--- config.mk ---
export PLATFORM = sky130hd
export DESIGN_NAME = peak_hold_ramp_adc_sequencer
export DESIGN_NICKNAME = d
export VERILOG_FILES = /design/src/hdl/peak_hold_pkg.sv /design/src/hdl/peak_hold_ramp_adc_sequencer.sv
export VERILOG_INCLUDE_DIRS = /design/src /design/src/hdl
export SDC_FILE = /design/constraint.sdc
export NUM_CORES = 1
export LEC_CHECK = 0
export BUFFER_PORTS_ARGS = -buffer_cell sky130_fd_sc_hd__buf_2
export CORE_ASPECT_RATIO = 0.75
export CORE_MARGIN = 10
export CORE_UTILIZATION = 59
export DETAILED_ROUTE_END_ITERATION = 10
export GPL_TIMING_DRIVEN = 0
export MAX_ROUTING_LAYER = met4
export PLACE_DENSITY = 0.91
export SLEW_MARGIN = 30
export SYNTH_ARGS = -nofsm -noshare
export SYNTH_HDL_FRONTEND = slang
export SYNTH_SLANG_ARGS = --single-unit
--- constraint.sdc ---
create_clock -name sys_clk -period 5.15 [get_ports sys_clk]
set_clock_uncertainty 0.1 [all_clocks]
set_input_delay 1.545 -clock sys_clk [delete_from_list [all_inputs] [get_ports sys_clk]]
set_output_delay 1.545 -clock sys_clk [all_outputs]
set_load 0.01 [all_outputs]
--- src/hdl/peak_hold_consts.svh ---
// timing and layout constants for the peak-hold ramp converter sequencer
// assumes inclusion by the sequencer module, the far-side model and the bench
`ifndef PEAK_HOLD_CONSTS_SVH
`define PEAK_HOLD_CONSTS_SVH

// ----------------------------------------
// data word and store
// ----------------------------------------
`define WORD_W 8
`define STORE_WORDS 513
`define STORE_ADDR_W 10
`define VISIBLE_WORDS 470
`define STORE_LAST_ADDR 10'h200
`define VISIBLE_LAST_ADDR 10'h1D5

// ----------------------------------------
// timing
// ----------------------------------------
`define BASE_CLK_KHZ 2500
`define CONV_DIV_W 16
`define CONV_DIV_DEFAULT 16'h0200
`define DISCHARGE_CYCLES 8'h04
`define RAMP_MAX 8'hFF

`endif

--- src/hdl/peak_hold_pkg.sv ---
// types shared by the peak-hold sequencer
// assumes the constants header is compiled alongside
package peak_hold_pkg;
	typedef enum logic [2:0] {
		ST_IDLE,
		ST_DIS1,
		ST_CONVERT,
		ST_DIS2,
		ST_TRACK
	} seq_state_t;
endpackage

--- src/hdl/peak_hold_ramp_adc_sequencer.sv ---
// sequencer for two alternating peak detectors and a ramp converter feeding a recirculating store
// assumes comparator and store inputs synchronous to sys_clk; base clock nominally 2.5 MHz
`timescale 1ns/1ps
`include "peak_hold_consts.svh"

// Operation
// - conversion instants come from a counter dividing the base clock by a preset plus one
// - peak held between instants so spikes appear at the next data point
// - a detector is discharged only after its output was captured
// - ramp converter counts clocks until ramp reaches the held level
// - cycle starts by freezing detector 2, then converting its level
// - detector 1 tracks, neither frozen nor discharged, during conversion
// - conversion done releases detector 2 freeze and starts its discharge
// - after its discharge detector 2 acquires detector 1's peak
// - detector 1 discharged just before next freeze, then sequence repeats
// - result held in counter, moved to store at next conversion start
// - store holds 513 eight-bit words; results written as eight-bit words
// - high definition uses 470 visible words; rest only during flyback
// - at most one store word per full recirculation
// - base clock for store and timing counters runs at 2.5 MHz
module peak_hold_ramp_adc_sequencer
(
	input wire logic sys_clk,
	input wire logic srst,
	input wire logic [`CONV_DIV_W-1:0] convDiv,
	input wire logic rampTrip,
	input wire logic recircStart,
	input wire logic hiDefMode,
	input wire logic flyback,
	output logic det1Discharge,
	output logic det2Freeze,
	output logic det2Discharge,
	output logic rampRun,
	output logic [`WORD_W-1:0] rampCount,
	output logic convDone,
	output logic storeWrite,
	output logic [`STORE_ADDR_W-1:0] storeAddr,
	output logic [`WORD_W-1:0] storeData,
	output logic [`STORE_ADDR_W-1:0] readAddr,
	output logic readValid
);
	// ----------------------------------------
	// conversion instant divider
	// ----------------------------------------
	// a zero seen mid-sequence is ignored, so presets shorter than a conversion skip instants
	logic [`CONV_DIV_W-1:0] divCnt_reg;
	logic [`CONV_DIV_W-1:0] divCnt_next;
	wire divZero = (divCnt_reg == '0);
	assign divCnt_next = divZero ? convDiv : divCnt_reg - 16'h0001;
	always_ff @(posedge sys_clk)
		if (srst)
			divCnt_reg <= `CONV_DIV_DEFAULT;
		else
			divCnt_reg <= divCnt_next;

	// ----------------------------------------
	// detector phase machine
	// ----------------------------------------
	peak_hold_pkg::seq_state_t state_reg;
	peak_hold_pkg::seq_state_t state_next;
	logic [7:0] disCnt_reg;
	logic [`WORD_W-1:0] ramp_reg;
	logic [`WORD_W-1:0] result_reg;
	logic resultValid_reg;
	logic pendWrite_reg;
	wire disEnd = (disCnt_reg == 8'h00);
	wire rampFull = (ramp_reg == `RAMP_MAX);
	// done in the trip cycle; a full-scale ramp also ends so a stuck comparator cannot hang
	wire doneNow = (state_reg == peak_hold_pkg::ST_CONVERT) && (rampTrip || rampFull);

	always_comb
	begin
		state_next = state_reg;
		case (state_reg)
			peak_hold_pkg::ST_IDLE: if (divZero) state_next = peak_hold_pkg::ST_DIS1;
			peak_hold_pkg::ST_DIS1: if (disEnd) state_next = peak_hold_pkg::ST_CONVERT;
			peak_hold_pkg::ST_CONVERT: if (doneNow) state_next = peak_hold_pkg::ST_DIS2;
			peak_hold_pkg::ST_DIS2: if (disEnd) state_next = peak_hold_pkg::ST_TRACK;
			peak_hold_pkg::ST_TRACK: if (divZero) state_next = peak_hold_pkg::ST_DIS1;
			default: state_next = peak_hold_pkg::ST_IDLE;
		endcase
	end

	wire enterDis = (state_next != state_reg) &&
		((state_next == peak_hold_pkg::ST_DIS1) || (state_next == peak_hold_pkg::ST_DIS2));
	wire enterConv = (state_reg == peak_hold_pkg::ST_DIS1) && disEnd;

	always_ff @(posedge sys_clk)
	begin
		if (srst)
		begin
			state_reg <= peak_hold_pkg::ST_IDLE;
			disCnt_reg <= 8'h00;
			ramp_reg <= 8'h00;
		end
		else
		begin
			state_reg <= state_next;
			disCnt_reg <= enterDis ? `DISCHARGE_CYCLES - 8'h01 :
				(disEnd ? 8'h00 : disCnt_reg - 8'h01);
			if (enterConv)
				ramp_reg <= 8'h00;
			else if (state_reg == peak_hold_pkg::ST_CONVERT && !doneNow)
				ramp_reg <= ramp_reg + 8'h01;
		end
	end

	// detector 1 discharge happens before freeze; detector 2 freezes only while converting
	assign det1Discharge = (state_reg == peak_hold_pkg::ST_DIS1);
	assign det2Freeze = (state_reg == peak_hold_pkg::ST_CONVERT);
	assign det2Discharge = (state_reg == peak_hold_pkg::ST_DIS2);
	assign rampRun = det2Freeze;
	assign convDone = doneNow;

	// ----------------------------------------
	// result hand-over to the store
	// ----------------------------------------
	// a slot that never arrives lets the next conversion start replace the queued word
	wire storeSlot = pendWrite_reg && recircStart;
	logic [`STORE_ADDR_W-1:0] wAddr_reg;
	wire wLast = (wAddr_reg == `STORE_LAST_ADDR);
	always_ff @(posedge sys_clk)
	begin
		if (srst)
		begin
			result_reg <= 8'h00;
			resultValid_reg <= 1'b0;
			pendWrite_reg <= 1'b0;
			storeWrite <= 1'b0;
			storeData <= 8'h00;
			wAddr_reg <= '0;
		end
		else
		begin
			if (doneNow)
				result_reg <= ramp_reg;
			if (doneNow)
				resultValid_reg <= 1'b1;
			else if (enterConv)
				resultValid_reg <= 1'b0;
			// previous result queued at the start of the next conversion
			if (enterConv && resultValid_reg)
			begin
				pendWrite_reg <= 1'b1;
				storeData <= result_reg;
			end
			else if (storeSlot)
				pendWrite_reg <= 1'b0;
			storeWrite <= storeSlot;
			if (storeWrite)
				wAddr_reg <= wLast ? '0 : wAddr_reg + 10'h001;
		end
	end
	assign storeAddr = wAddr_reg;
	assign rampCount = ramp_reg;

	// ----------------------------------------
	// read-out window
	// ----------------------------------------
	logic [`STORE_ADDR_W-1:0] rAddr_reg;
	wire rLast = (rAddr_reg == `STORE_LAST_ADDR);
	wire visible = rAddr_reg <= `VISIBLE_LAST_ADDR;
	always_ff @(posedge sys_clk)
		if (srst)
			rAddr_reg <= '0;
		else
			rAddr_reg <= rLast ? '0 : rAddr_reg + 10'h001;
	assign readAddr = rAddr_reg;
	// in high definition, words past the visible area are only offered during flyback
	assign readValid = !hiDefMode || visible || flyback;

	// ----------------------------------------
	// checks
	// ----------------------------------------
	AST_EXCL: assert property (@(posedge sys_clk) disable iff (srst)
		$onehot0({det1Discharge, det2Freeze, det2Discharge}))
		else $error("detector controls overlap");
	AST_TRACK1: assert property (@(posedge sys_clk) disable iff (srst)
		det2Freeze |-> !det1Discharge)
		else $error("detector 1 disturbed during conversion");
	AST_RELEASE: assert property (@(posedge sys_clk) disable iff (srst)
		convDone |=> det2Discharge && !det2Freeze)
		else $error("freeze not released after done");
	AST_DONEGATE: assert property (@(posedge sys_clk) disable iff (srst)
		det2Freeze && !convDone |=> det2Freeze)
		else $error("freeze released without done");
	AST_DIS2LEN: assert property (@(posedge sys_clk) disable iff (srst)
		$rose(det2Discharge) |-> det2Discharge[*4] ##1 !det2Discharge)
		else $error("detector 2 discharge length wrong");
	AST_DIS1FIRST: assert property (@(posedge sys_clk) disable iff (srst)
		$rose(det2Freeze) |-> $past(det1Discharge))
		else $error("freeze without prior detector 1 discharge");
	AST_DIS2AFTER: assert property (@(posedge sys_clk) disable iff (srst)
		$rose(det2Discharge) |-> $past(convDone))
		else $error("detector 2 discharged before capture");
	AST_RESULT: assert property (@(posedge sys_clk) disable iff (srst)
		convDone |=> result_reg == $past(rampCount))
		else $error("result not held");
	AST_ONEWR: assert property (@(posedge sys_clk) disable iff (srst)
		storeWrite |-> $past(recircStart))
		else $error("store write outside recirculation slot");
	AST_RAMP: assert property (@(posedge sys_clk) disable iff (srst)
		det2Freeze && !convDone |=> rampCount == $past(rampCount) + 8'h01)
		else $error("ramp did not count");
	AST_DIV: assert property (@(posedge sys_clk) disable iff (srst)
		divZero |=> divCnt_reg == $past(convDiv))
		else $error("divider not preset");
	AST_DIS1LEN: assert property (@(posedge sys_clk) disable iff (srst)
		$rose(det1Discharge) |-> det1Discharge[*4] ##1 det2Freeze)
		else $error("detector 1 discharge length wrong");
	AST_HANDOVER: assert property (@(posedge sys_clk) disable iff (srst)
		enterConv && resultValid_reg |=> storeData == $past(result_reg))
		else $error("result not handed to the store");
	AST_WRADDR: assert property (@(posedge sys_clk) disable iff (srst)
		storeWrite |=> storeAddr == (($past(storeAddr) == `STORE_LAST_ADDR) ?
		10'h000 : $past(storeAddr) + 10'h001))
		else $error("store write address did not step");
	COV_CONV: cover property (@(posedge sys_clk) disable iff (srst) $rose(det2Freeze) ##[1:300] convDone);
	COV_WRITE: cover property (@(posedge sys_clk) disable iff (srst) storeWrite);
	COV_FLY: cover property (@(posedge sys_clk) disable iff (srst) hiDefMode && !visible && readValid);
	COV_ZERO: cover property (@(posedge sys_clk) disable iff (srst) $rose(det2Freeze) && convDone);
	COV_TRACK: cover property (@(posedge sys_clk) disable iff (srst)
		$fell(det2Discharge) ##[1:300] det1Discharge);
endmodule

==> flow_summary_export.csv, run 1 <==
group,metric,value,unit
run_status,status,"complete, no violations",
setup_path,crit_arrival,2.56,ns
hold_path,hp-class,"reg2reg",
power,p_leak,1.69,nW
setup_path,crit_start,"rampTrip",
cts,cts_resized,0,
global_route,antenna_found_initial,0,
synth,synth_top_area_share,43.3,%
floorplanning,dieHeight,85.9,microns
synth,synthMostInstantiatedCell,"dfxtp_1",
synth,synthArstFlopShare,0,%
cts,clock_latency,0.35,ns
cts,clock-root-buffer,"clkbuf_8",
floorplanning,dieArea,0.00928,sq mm
sta,period_share,81.6,%
global_route,grt_usage,18.3,%
setup_path,worstPathMaxFanout,10,
synth,syn_avg_cell_area,9.00,sq um
global_route,grt_util_met3,6.58,%
sta,max_slew_margin,47.2,%
cts,clockBufferDepth,2,
synth,netlist_area,0.00342,sq mm
power,p_per_area,387,mW/mm^2
cts,cts_setup_buffers,0,
cts,cts_num_sinks,74,
setup_path,crit_chain,"buf_2 > a31oi_1 > nor2_1 > buf_2",
floorplanning,std_cell_rows,23,
floorplanning,die_x,108,microns
floorplanning,core,0.00547,sq mm
placement,routabilityCongestion,0.917,
global_route,grt.met1_usage,20.1,%
cts,tritoncts,"yes",
placement,place_hpwl,5860,microns
routing,vias,3016,
setup_path,cpPeakStageDelay,0.59,ns
sta,finalHoldViolCount,0,
floorplanning,start_util,62.6,%
cts,h-tree-depth,3,
synth,yosys-top-cells-count,"dfxtp_1, nor2_1, nor3_1",
routing,postRouteAntennaNets,0,
sta,fin_tns_setup,0,ns
layout,drive_gt1_share,22.0,%
global_route,overflow,0,
routing,viasPerCell,5.65,
sta,grt_setup_unrepaired,"false",
layout,antennaDiodeCount,0,
sta,finalSetupViolations,0,
synth,syn-num-nets,411,
layout,fin_util,73.4,%
setup_path,cp_top_family,"compound AO/OA/AOI/OAI gates",
layout,syn_to_final_growth,17.4,%
hold_path,min_from,"pendWrite_reg$_SDFFE_PP0P_",
cts,numCtsBuffers,9,
floorplanning,ios,65,
synth,syn_inst,380,
routing,drt-total-wl,7900,microns
setup_path,crit_path_end_kind,"primary output",
job,cap_violations,0,
setup_path,cpMostUsedCell,"buf_2",
cts,postCtsHoldBufs,0,
layout,largest_reg_flops,16,
setup_path,path_buf_inv,2,
synth,ys_top_cells_by_area,"dfxtp_1, nor2_1, xnor2_1",
synth,synthFlopType,"dfxtp_1",
setup_path,startpoint_type,"primary input",
synth,ys_ff_latch,74,
synth,yosysWarnings,0,
placement,io_buffers,63,
setup_path,worstReg2RegStart,"divCnt_reg[0]$_SDFF_PP0_",
routing,drt_iter0_drc,193,
routing,drc_errors,0,
setup_path,path_class,"in2out",
global_route,first_global_vias,3011,
setup_path,worst_path_max_delay_cell,"a31oi_1",
sta,fmax,0.238,GHz
sta,tightestPinTransition,0.788,ns
synth,ys_seq_area_share,43.3,%
routing,dr.pass1.iters,4,
global_route,top_usage_layer,"met2",
global_route,grt_max_degree,13,
cts,clkSlewWorstSetupHoldPaths,0.07,ns
sta,fin_crit,4.20,ns
synth,synth-edff-count,0,
power,vdd.ir_drop.worst,0.320,mV
global_route,grt_pass1_wl,13500,microns
layout,nNetsFinal,485,
setup_path,critPathRequiredTime,3.51,ns
synth,yosys.area.top_type,"dfxtp_1",
synth,yosysUniqueCellTypes,51,
global_route,grt_use_met2,30.4,%
routing,wire_per_inst,14.8,microns
sta,drv_slew,0,
==> layer usage <==
metal	part of all wire, %	vias up
met2	48	87
met1	44	1421
met3	6.5	14
met4	1.3	0
li1	-	1494
met5	0	-
==> through the flow <==
step | worst slack, ns | instance area (sq um) | total power [mW] | hold WS, ns | instances
floorplan | 1.45 | 3420 | 1.04 | 0.310 | 380
global placement | 1.05 | 3830 | 1.10 | 0.314 | 518
detailed placement | 0.960 | 3830 | 1.13 | 0.321 | 518
CTS | 0.962 | 4020 | 1.56 | 0.324 | 534
global route | 0.861 | 4020 | 1.65 | 0.353 | 534
finish | 0.946 | 4020 | 1.56 | 0.326 | 534
==> placed cells by master, fill, tap and decap left out, types with 10 or more instances in the layout <==
master     n
a21oi_1   15
xor2_1    18
clkbuf_1  10
o21ai_0   12
nand2_1   13
xnor2_1   20
buf_2     70
inv_1     14
mux2i_1   11
nor3_1    22
nand3_1   17
dfxtp_1   74
nor2_1    58
nand4_1   10
==> worst min-delay path: cells and delay by family, from the launching register on <==
family           cells  cell delay, ns
and+or+nand+nor      2            0.08
DFF                  1            0.31
==> power breakdown <==
part	internal, mW	switching [mW]
combinational	0.186	0.219
sequential	0.634	0.0911
clock	0.220	0.205
==> cell type report <==
class                   count  area, sq um
plain buffers              17         76.3
well taps                  75         93.8
multi-input cells         275         1810
flip-flops and latches     74         1480
clock buffers              10          128
repair buffers             63          315
clock inverters             6         57.6
inverters                  14         52.6
fillers                   423         1450
==> cell families after synthesis <==
kind of cell | count (synthesis) | synth area share, %
AOI/OAI and AO/OA | 56 | 10.9
muxes | 11 | 3.22
and+or+nand+nor | 161 | 25.8
buffers and inverters | 31 | 3.77
xor gates and xnor gates | 38 | 9.73
adders and majority gates | 9 | 3.29
DFF | 74 | 43.3
==> worst paths after layout <==
kind                                    to  slack [ns]  depth (start not counted)
setup / recovery                  convDone        0.95                          4
hold / removal       storeWrite$_SDFF_PP0_        0.33                          2
setup reg to reg  disCnt_reg[5]$_SDFF_PP0_        3.00                          6
hold reg to reg      storeWrite$_SDFF_PP0_        0.33                          2
Power figures use the tool's default switching activity.
==> run 2, diff against run 1 <==
- ABC_AREA: default -> 1
- CORE_UTILIZATION: 59 -> 50
- PLACE_DENSITY: 0.91 -> 0.83
- clock period: 5.15 -> 3.6 ns (I/O delays scaled with it)
==> run 2 against run 1 <==
Compared with the run above: setup slack got worse by 0.32 ns; die area rose by 18%; sequential power rose by 41%; hold slack improved by 0.013 ns; power rose by 52%; global-route usage fell by 2.3 points; synthesized cell count rose by 24%; combinational power rose by 75%; clock-buffer cell count rose by 2.
==> flow_summary_export.csv, run 2 <==
group,metric,value,unit
floorplanning,dieArea,0.0109,sq mm
layout,largest_reg_flops,16,
setup_path,worstPathMaxFanout,10,
global_route,grt_max_degree,13,
synth,syn_avg_cell_area,7.57,sq um
global_route,overflow,0,
sta,tightestPinTransition,0.704,ns
layout,final_common_cell,"nor2_1",
sta,whs,0.339,ns
layout,layout_common_cells,"nor2_1, dfxtp_1, nand2_1",
cts,clockBufferDepth,2,
routing,drc_errors,0,
placement,io_buffers,64,
synth,syn_inst,471,
cts,h-tree-depth,3,
sta,grt_setup_unrepaired,"false",
floorplanning,die_x,117,microns
global_route,grt_usage,16.0,%
synth,yosys-top-cells-count,"nor2_1, dfxtp_1, nand2_1",
cts,numCtsBuffers,9,
global_route,first_global_vias,3018,
sta,drv_slew,0,
global_route,antenna_found_initial,0,
synth,netlist_area,0.00356,sq mm
run_status,status,"complete, no violations",
routing,drt_iter0_drc,153,
layout,drive_gt1_share,22.0,%
job,cap_violations,0,
routing,dr.pass1.iters,4,
floorplanning,dieHeight,93.1,microns
sta,finalSetupViolations,0,
routing,wire_per_inst,12.8,microns
synth,synthArstFlopShare,0,%
setup_path,ff2ff_setup_slack,1.76,ns
cts,tritoncts,"yes",
cts,clkSlewWorstSetupHoldPaths,0.07,ns
synth,synth-edff-count,0,
floorplanning,ios,65,
setup_path,crit_path_end_kind,"primary output",
layout,nNetsFinal,577,
sta,fmax,0.337,GHz
hold_path,hp-class,"reg2reg",
setup_path,critPathRequiredTime,2.42,ns
layout,multi_input_area,0.00180,sq mm
global_route,grt_pass1_wl,14200,microns
layout,syn_to_final_growth,17.9,%
synth,synthMostInstantiatedCell,"nor2_1",
power,p_leak,1.84,nW
layout,seqCellArea,0.00148,sq mm
layout,fill_cells,619,
floorplanning,core,0.00686,sq mm
routing,drt-total-wl,8330,microns
synth,yosysUniqueCellTypes,37,
synth,yosysWarnings,0,
synth,ys_ff_latch,74,
sta,period_share,82.5,%
cts,cts_resized,0,
setup_path,r2r_cells,7,
power,p_per_area,562,mW/mm^2
routing,postRouteAntennaNets,0,
power,vdd.ir_drop.worst,0.237,mV
setup_path,crit_arrival,1.79,ns
synth,synth_top_area_share,41.6,%
cts,cts_setup_buffers,0,
sta,worst_slack,0.630,ns
setup_path,endpoint,"convDone",
synth,synthFlopType,"dfxtp_1",
floorplanning,std_cell_rows,26,
synth,syn-num-nets,502,
layout,antennaDiodeCount,0,
setup_path,path_class,"reg2out",
sta,fin_tns_setup,0,ns
placement,place_hpwl,6480,microns
placement,routabilityCongestion,0.884,
sta,max_slew_margin,52.6,%
sta,fin_crit,2.97,ns
floorplanning,start_util,51.9,%
hold_path,hold_depth,2,
routing,viasPerCell,4.90,
placement,dpl_worst_slack,0.638,ns
cts,cts_num_sinks,74,
setup_path,regToRegEndpoint,"storeAddr[7]$_SDFFE_PP0P_",
cts,clock-root-buffer,"clkbuf_8",
routing,vias,3180,
synth,yosys.area.top_type,"dfxtp_1",
synth,ys_seq_area_share,41.6,%
setup_path,worstReg2RegStart,"storeAddr[0]$_SDFFE_PP0P_",
sta,finalHoldViolCount,0,
cts,postCtsHoldBufs,0,
cts,clock_latency,0.34,ns
setup_path,crit_start,"rampCount[1]$_SDFFE_PP0P_",
setup_path,startpoint_type,"flip-flop",
synth,ys_top_cells_by_area,"dfxtp_1, nor2_1, nand2_1",
[run 2: cell count changes after synthesis, moves of 11 or more]
| cell | change |
|---|---|
| inv_1 | +41 |
| nand2_1 | +57 |
| a21oi_1 | +13 |
| o21ai_0 | +13 |
| nor2_1 | +24 |
| mux2i_1 | -11 |
[run 2: power by group]
part	switching [mW]	total (mW)	leakage [nW]	internal, mW
clock	0.291	0.631	0.0966	0.340
combinational	0.418	0.709	1.14	0.291
sequential	0.100	1.02	0.601	0.923
total	0.810	2.36	1.84	1.55
[run 2: area by class of cell]
cell class                      instances  share of cell area [%]
Multi-Input combinational cell        331                    42.8
Sequential cell                        74                    35.2
Timing Repair Buffer                   64                    7.62
Inverter                               57                    5.09
Clock buffer                           12                    3.45
Tap cell                               98                    2.92
Buffer                                  9                    1.64
Clock inverter                          4                    1.22
[run 2: critical path, cell delays in order, from the launching register on]
cell and delay, ns:
dfxtp_1 0.42, ha_1 0.22, inv_1 0.06, nor2_1 0.10, nand2_1 0.07, nand2_2 0.09
nand2_4 0.11, inv_2 0.09, buf_6 0.13, buf_2 0.14
[run 2: worst min-delay path by stage]
stage / startpoint / end
floorplan: pendWrite_reg$_SDFFE_PP0P_ / storeWrite$_SDFF_PP0_
global placement: pendWrite_reg$_SDFFE_PP0P_ / storeWrite$_SDFF_PP0_
detailed placement: pendWrite_reg$_SDFFE_PP0P_ / storeWrite$_SDFF_PP0_
CTS: pendWrite_reg$_SDFFE_PP0P_ / storeWrite$_SDFF_PP0_
global route: pendWrite_reg$_SDFFE_PP0P_ / storeWrite$_SDFF_PP0_
finish: pendWrite_reg$_SDFFE_PP0P_ / storeWrite$_SDFF_PP0_
[run 2: metal layers]
metal	up-vias	wire length, microns	global-route usage, %
li1	1649	-	-
met1	1444	4050	19.3
met2	81	3820	25.3
met3	6	410	4.68
met4	0	44	5.24
met5	-	0	-
[run 2: metrics by stage]
step | power (mW) | area (sq um) | std cells | utilization, %
after floorplan | 1.61 | 3560 | 471 | -
after global placement | 1.72 | 4010 | 633 | 58.4
after detailed placement | 1.75 | 4010 | 633 | 58.4
after CTS | 2.39 | 4200 | 649 | 61.2
after global routing | 2.54 | 4200 | 649 | 61.2
final | 2.36 | 4200 | 649 | 61.2
[run 2: kinds of logic (layout without fill, tap and decap cells)]
| kind of cell | after synthesis | count (layout) | synth area share (%) |
|---|---|---|---|
| buffers and inverters | 66 | 146 | 7.93 |
| AOI/OAI and AO/OA | 74 | 74 | 12.1 |
| DFF | 74 | 74 | 41.6 |
| and+or+nand+nor | 221 | 221 | 28.6 |
| adders and majority gates | 9 | 9 | 3.16 |
| xor gates and xnor gates | 27 | 27 | 6.63 |
